$ cat src/hw/sfhp_regs.svh
// sfhp_regs.svh: offsets, field positions, opcodes and sizes of the status and protect block.
// assumes: included by the package, the principal design file and the property checker only.
`ifndef SFHP_REGS_SVH
`define SFHP_REGS_SVH

// ==========================================================
// status register fields
`define SFHP_BIT_BUSY      0
`define SFHP_BIT_WEL       1
`define SFHP_BIT_LVL_LO    2
`define SFHP_BIT_LVL_HI    4
`define SFHP_BIT_BOTTOM    5
`define SFHP_BIT_RSVD      6
`define SFHP_BIT_LOCK      7
`define SFHP_STATUS_W      8
`define SFHP_RSVD_VALUE    1'h0

// ==========================================================
// opcodes
`define SFHP_OP_WRITE_ENABLE  8'h06
`define SFHP_OP_WRITE_DISABLE 8'h04
`define SFHP_OP_READ_STATUS   8'h05
`define SFHP_OP_WRITE_STATUS  8'h01
`define SFHP_OP_PAGE_PROGRAM  8'h02
`define SFHP_OP_SECTOR_ERASE  8'h20
`define SFHP_OP_SECTOR_ERASE2 8'hD7
`define SFHP_OP_BLOCK_ERASE   8'hD8
`define SFHP_OP_CHIP_ERASE    8'h60
`define SFHP_OP_CHIP_ERASE2   8'hC7

// ==========================================================
// frame sizes in bytes, opcode included
`define SFHP_LEN_BARE      3'h1
`define SFHP_LEN_STATUS_WR 3'h2
`define SFHP_LEN_ADDRESSED 3'h4
`define SFHP_LEN_PROGRAM   3'h5
`define SFHP_ADDR_W        24
`define SFHP_BLOCK_HI      19
`define SFHP_BLOCK_LO      16
`define SFHP_BLOCKS        5'h10

`endif

$ cat src/hw/sfhp_pkg.sv
// sfhp_pkg.sv: types shared by the status and protect block.
// assumes: sfhp_regs.svh sits on the include path.
`default_nettype none
`include "sfhp_regs.svh"

package sfhp_pkg;

   // ==========================================================
   // serial frame phases
   typedef enum logic [2:0] {
      SFHP_IDLE,
      SFHP_OPCODE,
      SFHP_PAYLOAD,
      SFHP_READ_STATUS,
      SFHP_DISCARD
   } sfhp_phase_t;

   // ==========================================================
   // kinds of array operation handed to the engine
   typedef enum logic [1:0] {
      SFHP_KIND_PROGRAM,
      SFHP_KIND_SECTOR,
      SFHP_KIND_BLOCK,
      SFHP_KIND_CHIP
   } sfhp_kind_t;

endpackage : sfhp_pkg

`default_nettype wire

$ cat src/hw/sfhp_core.sv
// sfhp_core.sv: status register, write protection and pause logic of a serial flash port.
// assumes: pins arrive asynchronous to clk_i and are sampled several times per serial clock;
// the array engine runs on clk_i and reports running and completion.
`default_nettype none
`include "sfhp_regs.svh"

module sfhp_core (
   input  wire logic                    clk_i,
   input  wire logic                    rst_i,
   input  wire logic                    clk_en_i,
   input  wire logic                    select_n_i,
   input  wire logic                    sck_i,
   input  wire logic                    si_i,
   input  wire logic                    hold_n_i,
   input  wire logic                    guard_n_i,
   input  wire logic [5:0]              nv_restore_i,
   input  wire logic                    op_running_i,
   input  wire logic                    op_done_i,
   output logic                         so_o,
   output logic                         so_oe_o,
   output logic                         paused_o,
   output logic                         busy_o,
   output logic                         write_enable_latch_o,
   output logic [2:0]                   protect_level_o,
   output logic                         protect_bottom_select_o,
   output logic                         protect_lockdown_o,
   output logic                         nv_store_o,
   output logic [5:0]                   nv_store_data_o,
   output logic                         op_start_o,
   output sfhp_pkg::sfhp_kind_t         op_kind_o,
   output logic [`SFHP_ADDR_W-1:0]      op_addr_o
);

   // ==========================================================
   // pin synchronisers
   logic [4:0] pin_meta;
   logic [4:0] pin_sync;
   logic [4:0] pin_last;

   always_ff @(posedge clk_i) begin
      if (rst_i) begin
         // idle pin levels: select, pause and guard high, serial clock low
         pin_meta <= 5'h1D;
         pin_sync <= 5'h1D;
         pin_last <= 5'h1D;
      end else if (clk_en_i) begin
         pin_meta <= {guard_n_i, hold_n_i, si_i, sck_i, select_n_i};
         pin_sync <= pin_meta;
         pin_last <= pin_sync;
      end
   end

   logic sel_n;
   logic sck;
   logic si;
   logic hold_n;
   logic guard_n;
   logic sck_rise;
   logic sck_fall;
   logic sel_rise;
   logic hold_fall;
   logic hold_rise;

   assign sel_n     = pin_sync[0];
   assign sck       = pin_sync[1];
   assign si        = pin_sync[2];
   assign hold_n    = pin_sync[3];
   assign guard_n   = pin_sync[4];
   assign sck_rise  = sck & ~pin_last[1];
   assign sck_fall  = ~sck & pin_last[1];
   assign sel_rise  = sel_n & ~pin_last[0];
   assign hold_fall = ~hold_n & pin_last[3];
   assign hold_rise = hold_n & ~pin_last[3];

   // ==========================================================
   // pause
   // the sampled serial clock of the previous cycle qualifies the pause edge, since the
   // host only moves the pause pin while the clock stays low
   logic paused;

   always_ff @(posedge clk_i) begin
      if (rst_i) begin
         paused <= 1'b0;
      end else if (clk_en_i) begin
         if (sel_n) begin
            paused <= 1'b0;
         end else if (hold_fall && !pin_last[1]) begin
            paused <= 1'b1;
         end else if (hold_rise && !pin_last[1]) begin
            paused <= 1'b0;
         end
      end
   end

   assign paused_o = paused;

   // serial edges seen only while selected and not paused
   logic live_rise;
   logic live_fall;

   assign live_rise = sck_rise & ~sel_n & ~paused;
   assign live_fall = sck_fall & ~sel_n & ~paused;

   // ==========================================================
   // status bits
   logic       write_enable_latch;
   logic [2:0] level;
   logic       bottom;
   logic       lockdown;
   logic       restored;
   logic [7:0] status;

   assign status = {lockdown, `SFHP_RSVD_VALUE, bottom, level, write_enable_latch, op_running_i};

   // ==========================================================
   // protected area decode
   function automatic logic sfhp_hits(input logic [2:0]  lvl,
                                      input logic        bot,
                                      input logic [3:0]  blk);
      logic [4:0] count;
      count = 5'h00;
      sfhp_hits = 1'b0;
      if (lvl >= 3'h5) begin
         sfhp_hits = 1'b1;
      end else if (lvl != 3'h0) begin
         count = 5'h01 << (lvl - 3'h1);
         if (bot) begin
            sfhp_hits = {1'b0, blk} < count;
         end else begin
            sfhp_hits = {1'b0, blk} >= (`SFHP_BLOCKS - count);
         end
      end
   endfunction : sfhp_hits

   // ==========================================================
   // frame shifter
   sfhp_pkg::sfhp_phase_t phase;
   logic [2:0]  bit_cnt;
   logic [2:0]  byte_cnt;
   logic [7:0]  shift_in;
   logic [7:0]  opcode;
   logic [7:0]  data_byte;
   logic [`SFHP_ADDR_W-1:0] addr;
   logic [7:0]  shift_out;
   logic [7:0]  next_byte;
   logic        byte_end;

   assign next_byte = {shift_in[6:0], si};
   assign byte_end  = live_rise && (bit_cnt == 3'h7);

   always_ff @(posedge clk_i) begin
      if (rst_i) begin
         phase    <= sfhp_pkg::SFHP_IDLE;
         bit_cnt  <= 3'h0;
         byte_cnt <= 3'h0;
         shift_in <= 8'h00;
         opcode   <= 8'h00;
         data_byte <= 8'h00;
         addr     <= 24'h000000;
      end else if (clk_en_i) begin
         if (sel_n) begin
            phase   <= sfhp_pkg::SFHP_IDLE;
            bit_cnt <= 3'h0;
         end else if (live_rise) begin
            bit_cnt  <= bit_cnt + 3'h1;
            shift_in <= next_byte;
            if (phase == sfhp_pkg::SFHP_IDLE) begin
               phase    <= sfhp_pkg::SFHP_OPCODE;
               byte_cnt <= 3'h0;
            end
            if (byte_end) begin
               if (byte_cnt != 3'h7) begin
                  byte_cnt <= byte_cnt + 3'h1;
               end
               case (phase)
                  sfhp_pkg::SFHP_IDLE,
                  sfhp_pkg::SFHP_OPCODE: begin
                     opcode <= next_byte;
                     if (next_byte == `SFHP_OP_READ_STATUS) begin
                        phase <= sfhp_pkg::SFHP_READ_STATUS;
                     end else if (op_running_i) begin
                        phase <= sfhp_pkg::SFHP_DISCARD;
                     end else begin
                        phase <= sfhp_pkg::SFHP_PAYLOAD;
                     end
                  end
                  sfhp_pkg::SFHP_PAYLOAD: begin
                     if (byte_cnt < 3'h4) begin
                        addr <= {addr[15:0], next_byte};
                     end
                     if (byte_cnt == 3'h1) begin
                        data_byte <= next_byte;
                     end
                  end
                  sfhp_pkg::SFHP_READ_STATUS,
                  sfhp_pkg::SFHP_DISCARD: begin
                  end
                  default: begin
                     phase <= sfhp_pkg::SFHP_DISCARD;
                  end
               endcase
            end
         end
      end
   end

   // ==========================================================
   // status read-out, shifted on the falling serial clock
   // busy is re-sampled each byte so a polling host sees completion
   always_ff @(posedge clk_i) begin
      if (rst_i) begin
         shift_out <= 8'h00;
         so_o      <= 1'b0;
      end else if (clk_en_i) begin
         if (byte_end) begin
            shift_out <= status;
         end else if (live_fall && phase == sfhp_pkg::SFHP_READ_STATUS) begin
            so_o      <= shift_out[7];
            shift_out <= {shift_out[6:0], 1'b0};
         end
      end
   end

   assign so_oe_o = ~sel_n & ~paused & (phase == sfhp_pkg::SFHP_READ_STATUS);

   // ==========================================================
   // command execution at deselect on a byte boundary
   logic frame_ok;
   logic is_write_enable_cmd;
   logic is_write_disable_cmd;
   logic is_status_write_cmd;
   logic is_prog;
   logic is_sector;
   logic is_block;
   logic is_chip;
   logic guard_lock;
   logic area_hit;
   logic write_ok;

   assign frame_ok  = sel_rise && !paused && bit_cnt == 3'h0 &&
                      phase == sfhp_pkg::SFHP_PAYLOAD && !op_running_i;
   assign is_write_enable_cmd   = frame_ok && opcode == `SFHP_OP_WRITE_ENABLE &&
                      byte_cnt == `SFHP_LEN_BARE;
   assign is_write_disable_cmd   = frame_ok && opcode == `SFHP_OP_WRITE_DISABLE &&
                      byte_cnt == `SFHP_LEN_BARE;
   assign is_status_write_cmd   = frame_ok && opcode == `SFHP_OP_WRITE_STATUS &&
                      byte_cnt == `SFHP_LEN_STATUS_WR;
   assign is_prog   = frame_ok && opcode == `SFHP_OP_PAGE_PROGRAM &&
                      byte_cnt >= `SFHP_LEN_PROGRAM;
   assign is_sector = frame_ok && byte_cnt == `SFHP_LEN_ADDRESSED &&
                      (opcode == `SFHP_OP_SECTOR_ERASE || opcode == `SFHP_OP_SECTOR_ERASE2);
   assign is_block  = frame_ok && opcode == `SFHP_OP_BLOCK_ERASE &&
                      byte_cnt == `SFHP_LEN_ADDRESSED;
   assign is_chip   = frame_ok && byte_cnt == `SFHP_LEN_BARE &&
                      (opcode == `SFHP_OP_CHIP_ERASE || opcode == `SFHP_OP_CHIP_ERASE2);

   // the write path depends on the host sending write-enable first
   assign guard_lock = ~guard_n & lockdown;
   assign area_hit   = sfhp_hits(level, bottom, addr[`SFHP_BLOCK_HI:`SFHP_BLOCK_LO]);
   assign write_ok   = write_enable_latch & ~area_hit;

   // ==========================================================
   // write-enable latch
   always_ff @(posedge clk_i) begin
      if (rst_i) begin
         write_enable_latch <= 1'b0;
      end else if (clk_en_i) begin
         if (op_done_i || is_write_disable_cmd || (is_status_write_cmd && !guard_lock)) begin
            write_enable_latch <= 1'b0;
         end
         if (is_write_enable_cmd) begin
            write_enable_latch <= 1'b1;
         end
      end
   end

   // ==========================================================
   // non-volatile protection bits
   // the stored copy is taken one cycle after reset release, never during reset
   always_ff @(posedge clk_i) begin
      if (rst_i) begin
         level      <= 3'h0;
         bottom     <= 1'b0;
         lockdown   <= 1'b0;
         restored   <= 1'b0;
         nv_store_o <= 1'b0;
      end else if (clk_en_i) begin
         nv_store_o <= 1'b0;
         if (!restored) begin
            restored <= 1'b1;
            {lockdown, bottom, level} <= {nv_restore_i[5], nv_restore_i[3:0]};
         end else if (is_status_write_cmd && write_enable_latch && !guard_lock) begin
            level      <= data_byte[`SFHP_BIT_LVL_HI:`SFHP_BIT_LVL_LO];
            bottom     <= data_byte[`SFHP_BIT_BOTTOM];
            lockdown   <= data_byte[`SFHP_BIT_LOCK];
            nv_store_o <= 1'b1;
         end
      end
   end

   assign nv_store_data_o = {lockdown, `SFHP_RSVD_VALUE, bottom, level};

   // ==========================================================
   // array operation launch
   always_ff @(posedge clk_i) begin
      if (rst_i) begin
         op_start_o <= 1'b0;
         op_kind_o  <= sfhp_pkg::SFHP_KIND_PROGRAM;
         op_addr_o  <= 24'h000000;
      end else if (clk_en_i) begin
         op_start_o <= 1'b0;
         op_addr_o  <= addr;
         if (is_prog && write_ok) begin
            op_start_o <= 1'b1;
            op_kind_o  <= sfhp_pkg::SFHP_KIND_PROGRAM;
         end else if (is_sector && write_ok) begin
            op_start_o <= 1'b1;
            op_kind_o  <= sfhp_pkg::SFHP_KIND_SECTOR;
         end else if (is_block && write_ok) begin
            op_start_o <= 1'b1;
            op_kind_o  <= sfhp_pkg::SFHP_KIND_BLOCK;
         end else if (is_chip && write_enable_latch && level == 3'h0 && !bottom) begin
            op_start_o <= 1'b1;
            op_kind_o  <= sfhp_pkg::SFHP_KIND_CHIP;
         end
      end
   end

   assign busy_o                  = op_running_i;
   assign write_enable_latch_o    = write_enable_latch;
   assign protect_level_o         = level;
   assign protect_bottom_select_o = bottom;
   assign protect_lockdown_o      = lockdown;

endmodule : sfhp_core

`default_nettype wire

$ cat config.mk
export PLATFORM = sky130hd
export DESIGN_NAME = sfhp_core
export DESIGN_NICKNAME = d
export VERILOG_FILES = /design/src/hw/sfhp_pkg.sv /design/src/hw/sfhp_core.sv
export VERILOG_INCLUDE_DIRS = /design/src /design/src/hw
export SDC_FILE = /design/constraint.sdc
export NUM_CORES = 1
export LEC_CHECK = 0
export BUFFER_PORTS_ARGS = -buffer_cell sky130_fd_sc_hd__buf_2
export CAP_MARGIN = 5
export CORE_AREA = 4 4 102 104
export DETAILED_ROUTE_END_ITERATION = 6
export DIE_AREA = 0 0 106 108
export PLACE_DENSITY = 0.75
export SYNTH_ARGS = -nofsm -noshare
export SYNTH_HDL_FRONTEND = slang
export SYNTH_SLANG_ARGS = --single-unit
export TNS_END_PERCENT = 10
$ cat constraint.sdc
create_clock -name clk_i -period 2.7 [get_ports clk_i]
set_input_delay 0.54 -clock clk_i [delete_from_list [all_inputs] [get_ports clk_i]]
set_output_delay 0.54 -clock clk_i [all_outputs]
set_load 0.005 [all_outputs]
# Word-level counts from Yosys, hierarchy flattened
# Index checks and enable logic that the tools add are counted.
totals:
  inputBits: 16
  regBits: 115
  wordCells: 175
classes:
  n_lt_le_gt_ge: 5
  bitwise: 23
  n_reduce_logical: 62
  n_mux: 38
  n_shift: 1
  eq_ne: 20
  add_sub_neg: 4
ops:
  columns: ["cell", "count"]
  rows:
  - ["$mux W3", 13]
  - ["$logic_and A1 B1 Y1", 31]
  - ["$eq A8 B3 Y1 const B", 3]
  - ["$eq A8 B8 Y1 const B", 3]
  - ["$mux W1", 18]
  - ["$mux W8", 2]
  - ["$and A1 B1 Y1", 13]
  - ["$reduce_and A2 Y1", 6]
  - ["$reduce_and A6 Y1", 2]
  - ["$not A1 Y1", 10]
  - ["$eq A3 B2 Y1 const B", 3]
  - ["$eq A3 B3 Y1 const B", 3]
  - ["$logic_not A3 Y1", 3]
  - ["$eq A8 B1 Y1 const B", 1]
  - ["$eq A8 B2 Y1 const B", 1]
  - ["$eq A8 B6 Y1 const B", 1]
  - ["$eq A8 B7 Y1 const B", 1]
  - ["$mux W2", 4]
  - ["$add A3 B1 Y3 const B", 2]
  - ["$eq A3 B1 Y1 const B", 2]
  - ["$ge A3 B3 Y1 const B", 2]
  - ["$pmux W3 S2", 1]
  - ["$reduce_and A3 Y1", 2]
  - ["$reduce_bool A2 Y1", 3]
  - ["other kinds (15)", 23]

# Logic depth before layout (Yosys ltp)
logic_depth:
  word_depth: 15
  mapped_depth: 11
  depth_no_buf: 11

# Worst setup path before layout
# No wires, ideal clock.
synth_path:
  kind: "reg2reg"
  start: "register level[2] (netlist: protect_level_o[2])"
  end: "register op_kind_o[1]"
  path_slack_ps: 197
  n_path_buf: 0
  t_arrival_ps: 2407
  period_less_slack_ps: 2503
  path_stages_with_launch: 11
  path_cell_list: "dfxtp_1 -> inv_1 -> nand3_1 -> ha_1 -> inv_1 -> ha_1 -> a2111oi_0 -> o31ai_1 -> a211oi_1 -> nand2_1 -> a221oi_1"
synth_via:
  elab_chain_len: 13
synth_lines:
  columns: ["item", "line", "text"]
  rows:
  - ["start, declared", "sfhp_core.sv:107", "logic [2:0] level;"]
  - ["start signal, assigned", "sfhp_core.sv:291", "{lockdown, bottom, level} <= {nv_restore_i[5], nv_restore_i[3:0]};"]
  - ["start signal, assigned", "sfhp_core.sv:293", "level <= data_byte[`SFHP_BIT_LVL_HI:`SFHP_BIT_LVL_LO];"]
  - ["$sub A3 B1 Y3", "sfhp_core.sv:126", "count = 5'h01 << (lvl - 3'h1);"]
  - ["$shl A1 B3 Y5", "sfhp_core.sv:126", null]
  - ["$sub A5 B5 Y5 (no source line)", null, null]
  - ["$ge A4 B5 Y1", "sfhp_core.sv:130", "sfhp_hits = {1'b0, blk} >= (`SFHP_BLOCKS - count);"]
  - ["$mux W1", "sfhp_core.sv:127", "if (bot) begin"]
  - ["$mux W1", "sfhp_core.sv:125", "end else if (lvl != 3'h0) begin"]
  - ["$mux W1", "sfhp_core.sv:123", "if (lvl >= 3'h5) begin"]
  - ["$not A1 Y1", "sfhp_core.sv:260", "assign write_ok = write_enable_latch & ~area_hit;"]
  - ["$and A1 B1 Y1", "sfhp_core.sv:260", null]
  - ["$logic_and A1 B1 Y1", "sfhp_core.sv:319", "end else if (is_block && write_ok) begin"]
  - ["$mux W2", "sfhp_core.sv:319", null]
  - ["$mux W2", "sfhp_core.sv:316", "end else if (is_sector && write_ok) begin"]
  - ["$mux W2", "sfhp_core.sv:313", "if (is_prog && write_ok) begin"]
  - ["end signal, assigned", "sfhp_core.sv:315", "op_kind_o <= sfhp_pkg::SFHP_KIND_PROGRAM;"]
  - ["end signal, assigned", "sfhp_core.sv:318", "op_kind_o <= sfhp_pkg::SFHP_KIND_SECTOR;"]
  - ["end signal, assigned", "sfhp_core.sv:321", "op_kind_o <= sfhp_pkg::SFHP_KIND_BLOCK;"]
  - ["end, declared", "sfhp_core.sv:30", "output sfhp_pkg::sfhp_kind_t op_kind_o,"]
# Parallel ways exist; a longest one is shown, timed or not.
# A chain may end at the register's enable or synchronous reset.

# Worst setup path after layout
layout_path:
  start: "register level[0] (netlist: protect_level_o[0])"
  end: "register op_kind_o[0]"
# The elaborated chain is that of the path after synthesis.

==> impl_metrics.ini <==
[run_status]
outcome = finished, final reports clean

[worst_setup_path]
crit_type = flip-flop to flip-flop
crit_chain = buf_4 > or3_1 > nand2_1 > ha_1 > nor3_1 > or3_4 > o31ai_4 > a211oi_2 > buf_4 > a21oi_1 > nor3_1
reg2reg_slack_ns = 0.23
r2r_end = op_kind_o[0]
cp.required_ns = 2.94
crit_slowest_cell = or3_1
max_stage_delay_ns = 0.40
rr_worst_depth = 11
cp_num_buf_inv = 2
timing.rr.start = protect_level_o[0]
startpoint_type = flip-flop
endpoint_kind = flip-flop
crit_fanout = 6
critPathTopFamily = simple AND/OR/NAND/NOR gates
crit_arrival_ns = 2.71

[power]
irDropWorstVdd_uv = 373
powerDensity_nw_per_um2 = 519
power.total_mw = 2.80
power.leakage_nw = 2.12

[grt]
grt_max_degree = 60
antenna_found_initial = 0
grt_pass1_vias = 3847
grt_pass1_wl_um = 18000
overflow = 0
grt_usage = 0.193

[route]
vias_per_cell = 5.33
vias = 3989
drt_first_pass_iters = 4
drc = 0
antenna_left = 0
dr.first_iter.drc_count = 243
wirelength_um = 10600
drt-wirelength-per-cell_um = 14.2

[die]
fp.dieW_um = 106
core_area_um2 = 9550
dieHeight_um = 108
dieArea_um2 = 11400
start_util = 0.503
rows = 36
pin_count = 60

[sta]
fmax_mhz = 404
tightestPinTransition_ns = 0.744
min_period_ns = 2.47
finalMaxSlewViolations = 0
period_share = 0.916
fin_ws_ns = 0.227
skew_ns = 0.0121
rsz0062_at_grt = no
setup_viol = 0
setup_tns_ns = 0
maxSlewHeadroom = 0.497
finalHoldViolations = 0

[synth]
synth_seq_area_share = 0.462
synth_warnings = 0
synthSimpleGateAreaFrac = 0.230
synth_nets = 600
synth_top_family_by_area = simple AND/OR/NAND/NOR gates
synth_fa_ha_area_frac = 0.0438
synth_compound_area_frac = 0.139
muxShareOfSynthArea = 0.0729
netlist_area_um2 = 4800
synth_seq_cells = 111
synthCells = 568
avgSynthCellArea_um2 = 8.46
synth_cell_types = 48
synth-xor-area-share = 0.00182

[cts]
h-tree-depth = 3
clock_latency_ns = 0.37
cts_root_buf = clkbuf_8
cts_tree = built
cts_sinks = 111
post_cts_buffers = 0
clk_path_buf_depth = 2
numCtsBuffers = 9
clk_pin_slew_ns = 0.11

[min_path]
whs_path_depth = 2
min_from = si_i
hold_end = pin_meta[2]
holdCritPathClass = input pin to flip-flop

[cells_and_area]
layout-drive-gt1-share = 0.159
regArea_um2 = 2220
diodes = 0
fill_cells = 929
multiInputGateArea_um2 = 2390
nNetsFinal = 643
area_growth_syn_to_layout_pct = 12.4

[run]
cap_viol_max_count = 0

[place]
io_buffers = 57
dp_hpwl_um = 7600
pre_cts_ws_ns = 0.0793
place_congestion = 0.863
through the flow:
stage	hold slack, ns	utilization	instances	cell area, µm²
after floorplan	0.427	-	568	4800
after global placement	0.433	0.542	733	5180
after detailed placement	0.447	0.542	733	5180
after CTS	0.350	0.561	749	5360
after global routing	0.344	0.566	749	5400
final	0.365	0.566	749	5400
final cells by class:
class                      count  area share
clock inverter                 6     0.00950
clock buffer                  10      0.0236
timing repair buffer          70      0.0714
multi-input combinational    403       0.442
inverter                      16      0.0111
sequential                   111       0.411
tap                          133      0.0308
registers in the layout (all words and copies together) (netlist names):
register,count
protect_bottom_select_o,1
paused_o,1
shift_in,7
op_addr_o,24
so_o,1
protect_level_o,3
opcode,8
bit_cnt,3
restored,1
pin_meta,5
pin_sync,5
protect_lockdown_o,1
nv_store_o,1
byte_cnt,3
pin_last,3
op_start_o,1
addr,24
write_enable_latch_o,1
phase,3
data_byte,5
op_kind_o,2
shift_out,8
timing repair:
item / 4_1_cts / 5_1_grt
setup endpoints to repair: 0 / 3
hold buffers: 0 / 0
resized for setup: 0 / 10
cells in the final DEF (no fill, tap or decap), types with 12 or more instances in the layout:
master,n
dfxtp_1,111
a211oi_1,12
ha_1,15
inv_1,15
a21oi_1,65
buf_2,56
buf_4,14
mux2i_1,35
nor2_1,71
nand3_1,22
nand2_1,93
worst max-delay path by stage:
| stage | from | to | slack (ns) | depth (start not counted) |
|---|---|---|---|---|
| 3_5_place_dp | protect_level_o[1] | op_kind_o[1] | 0.08 | 11 |
| 3_3_place_gp | protect_level_o[2] | op_kind_o[1] | 0.09 | 11 |
| 4_1_cts | protect_level_o[1] | op_kind_o[1] | 0.07 | 11 |
| 6_report | protect_level_o[0] | op_kind_o[0] | 0.23 | 11 |
| 5_1_grt | protect_level_o[1] | op_kind_o[1] | 0.01 | 12 |
| 2_1_floorplan | protect_level_o[2] | op_kind_o[1] | 0.20 | 10 |
metal layers:
layer  GRT usage  vias up  part of all wire
li1            -     2035                 -
met2       0.316       83              0.47
met5           0        -                 0
met4      0.0527        0             0.011
met3      0.0400        9             0.038
met1       0.260     1862              0.48
Yosys cell counts, drive strengths merged:
library cell,n,area (µm²)
a2111oi,1,8.76
a211o,9,78.8
a211oi,13,97.6
a21o,1,7.51
a21oi,65,325
a221oi,1,8.76
a22oi,4,30.0
a31oi,1,6.26
and2,4,25.0
and3b,1,10.0
buf,12,82.6
clkbuf,26,97.6
conb,1,3.75
dfxtp,111,2220
ha,16,200
inv,16,60.1
maj3,1,10.0
mux2i,35,350
nand2,93,349
nand2b,6,37.5
nand3,23,120
nand3b,3,22.5
nand4,3,18.8
nand4b,2,17.5
nor2,71,267
nor2b,10,62.6
nor3,7,35.0
nor3b,1,7.51
nor4,3,18.8
nor4b,1,8.76
nor4bb,2,20.0
o2111ai,2,17.5
o211ai,1,7.51
o21a,1,7.51
o21ai,4,20.0
o22ai,1,6.26
o31ai,1,7.51
o32ai,2,36.3
or2,3,18.8
or3,6,37.5
or4,1,7.51
or4b,2,20.0
xnor2,1,8.76
power by group:
group / total [mW] / leakage (nW) / internal, mW / switching, mW
clock: 0.916 / 0.0814 / 0.349 / 0.566
sequential: 1.68 / 0.898 / 1.66 / 0.0229
combinational: 0.207 / 1.14 / 0.0911 / 0.116
cells by family after synthesis:
family,after synthesis
and+or+nand+nor,242
muxes,35
buffers and inverters,54
AOI/OAI and AO/OA,107
xor gates and xnor gates,1
other,1
adders and majority gates,17
DFF,111
Note: power is estimated with default switching activity, not from simulation.
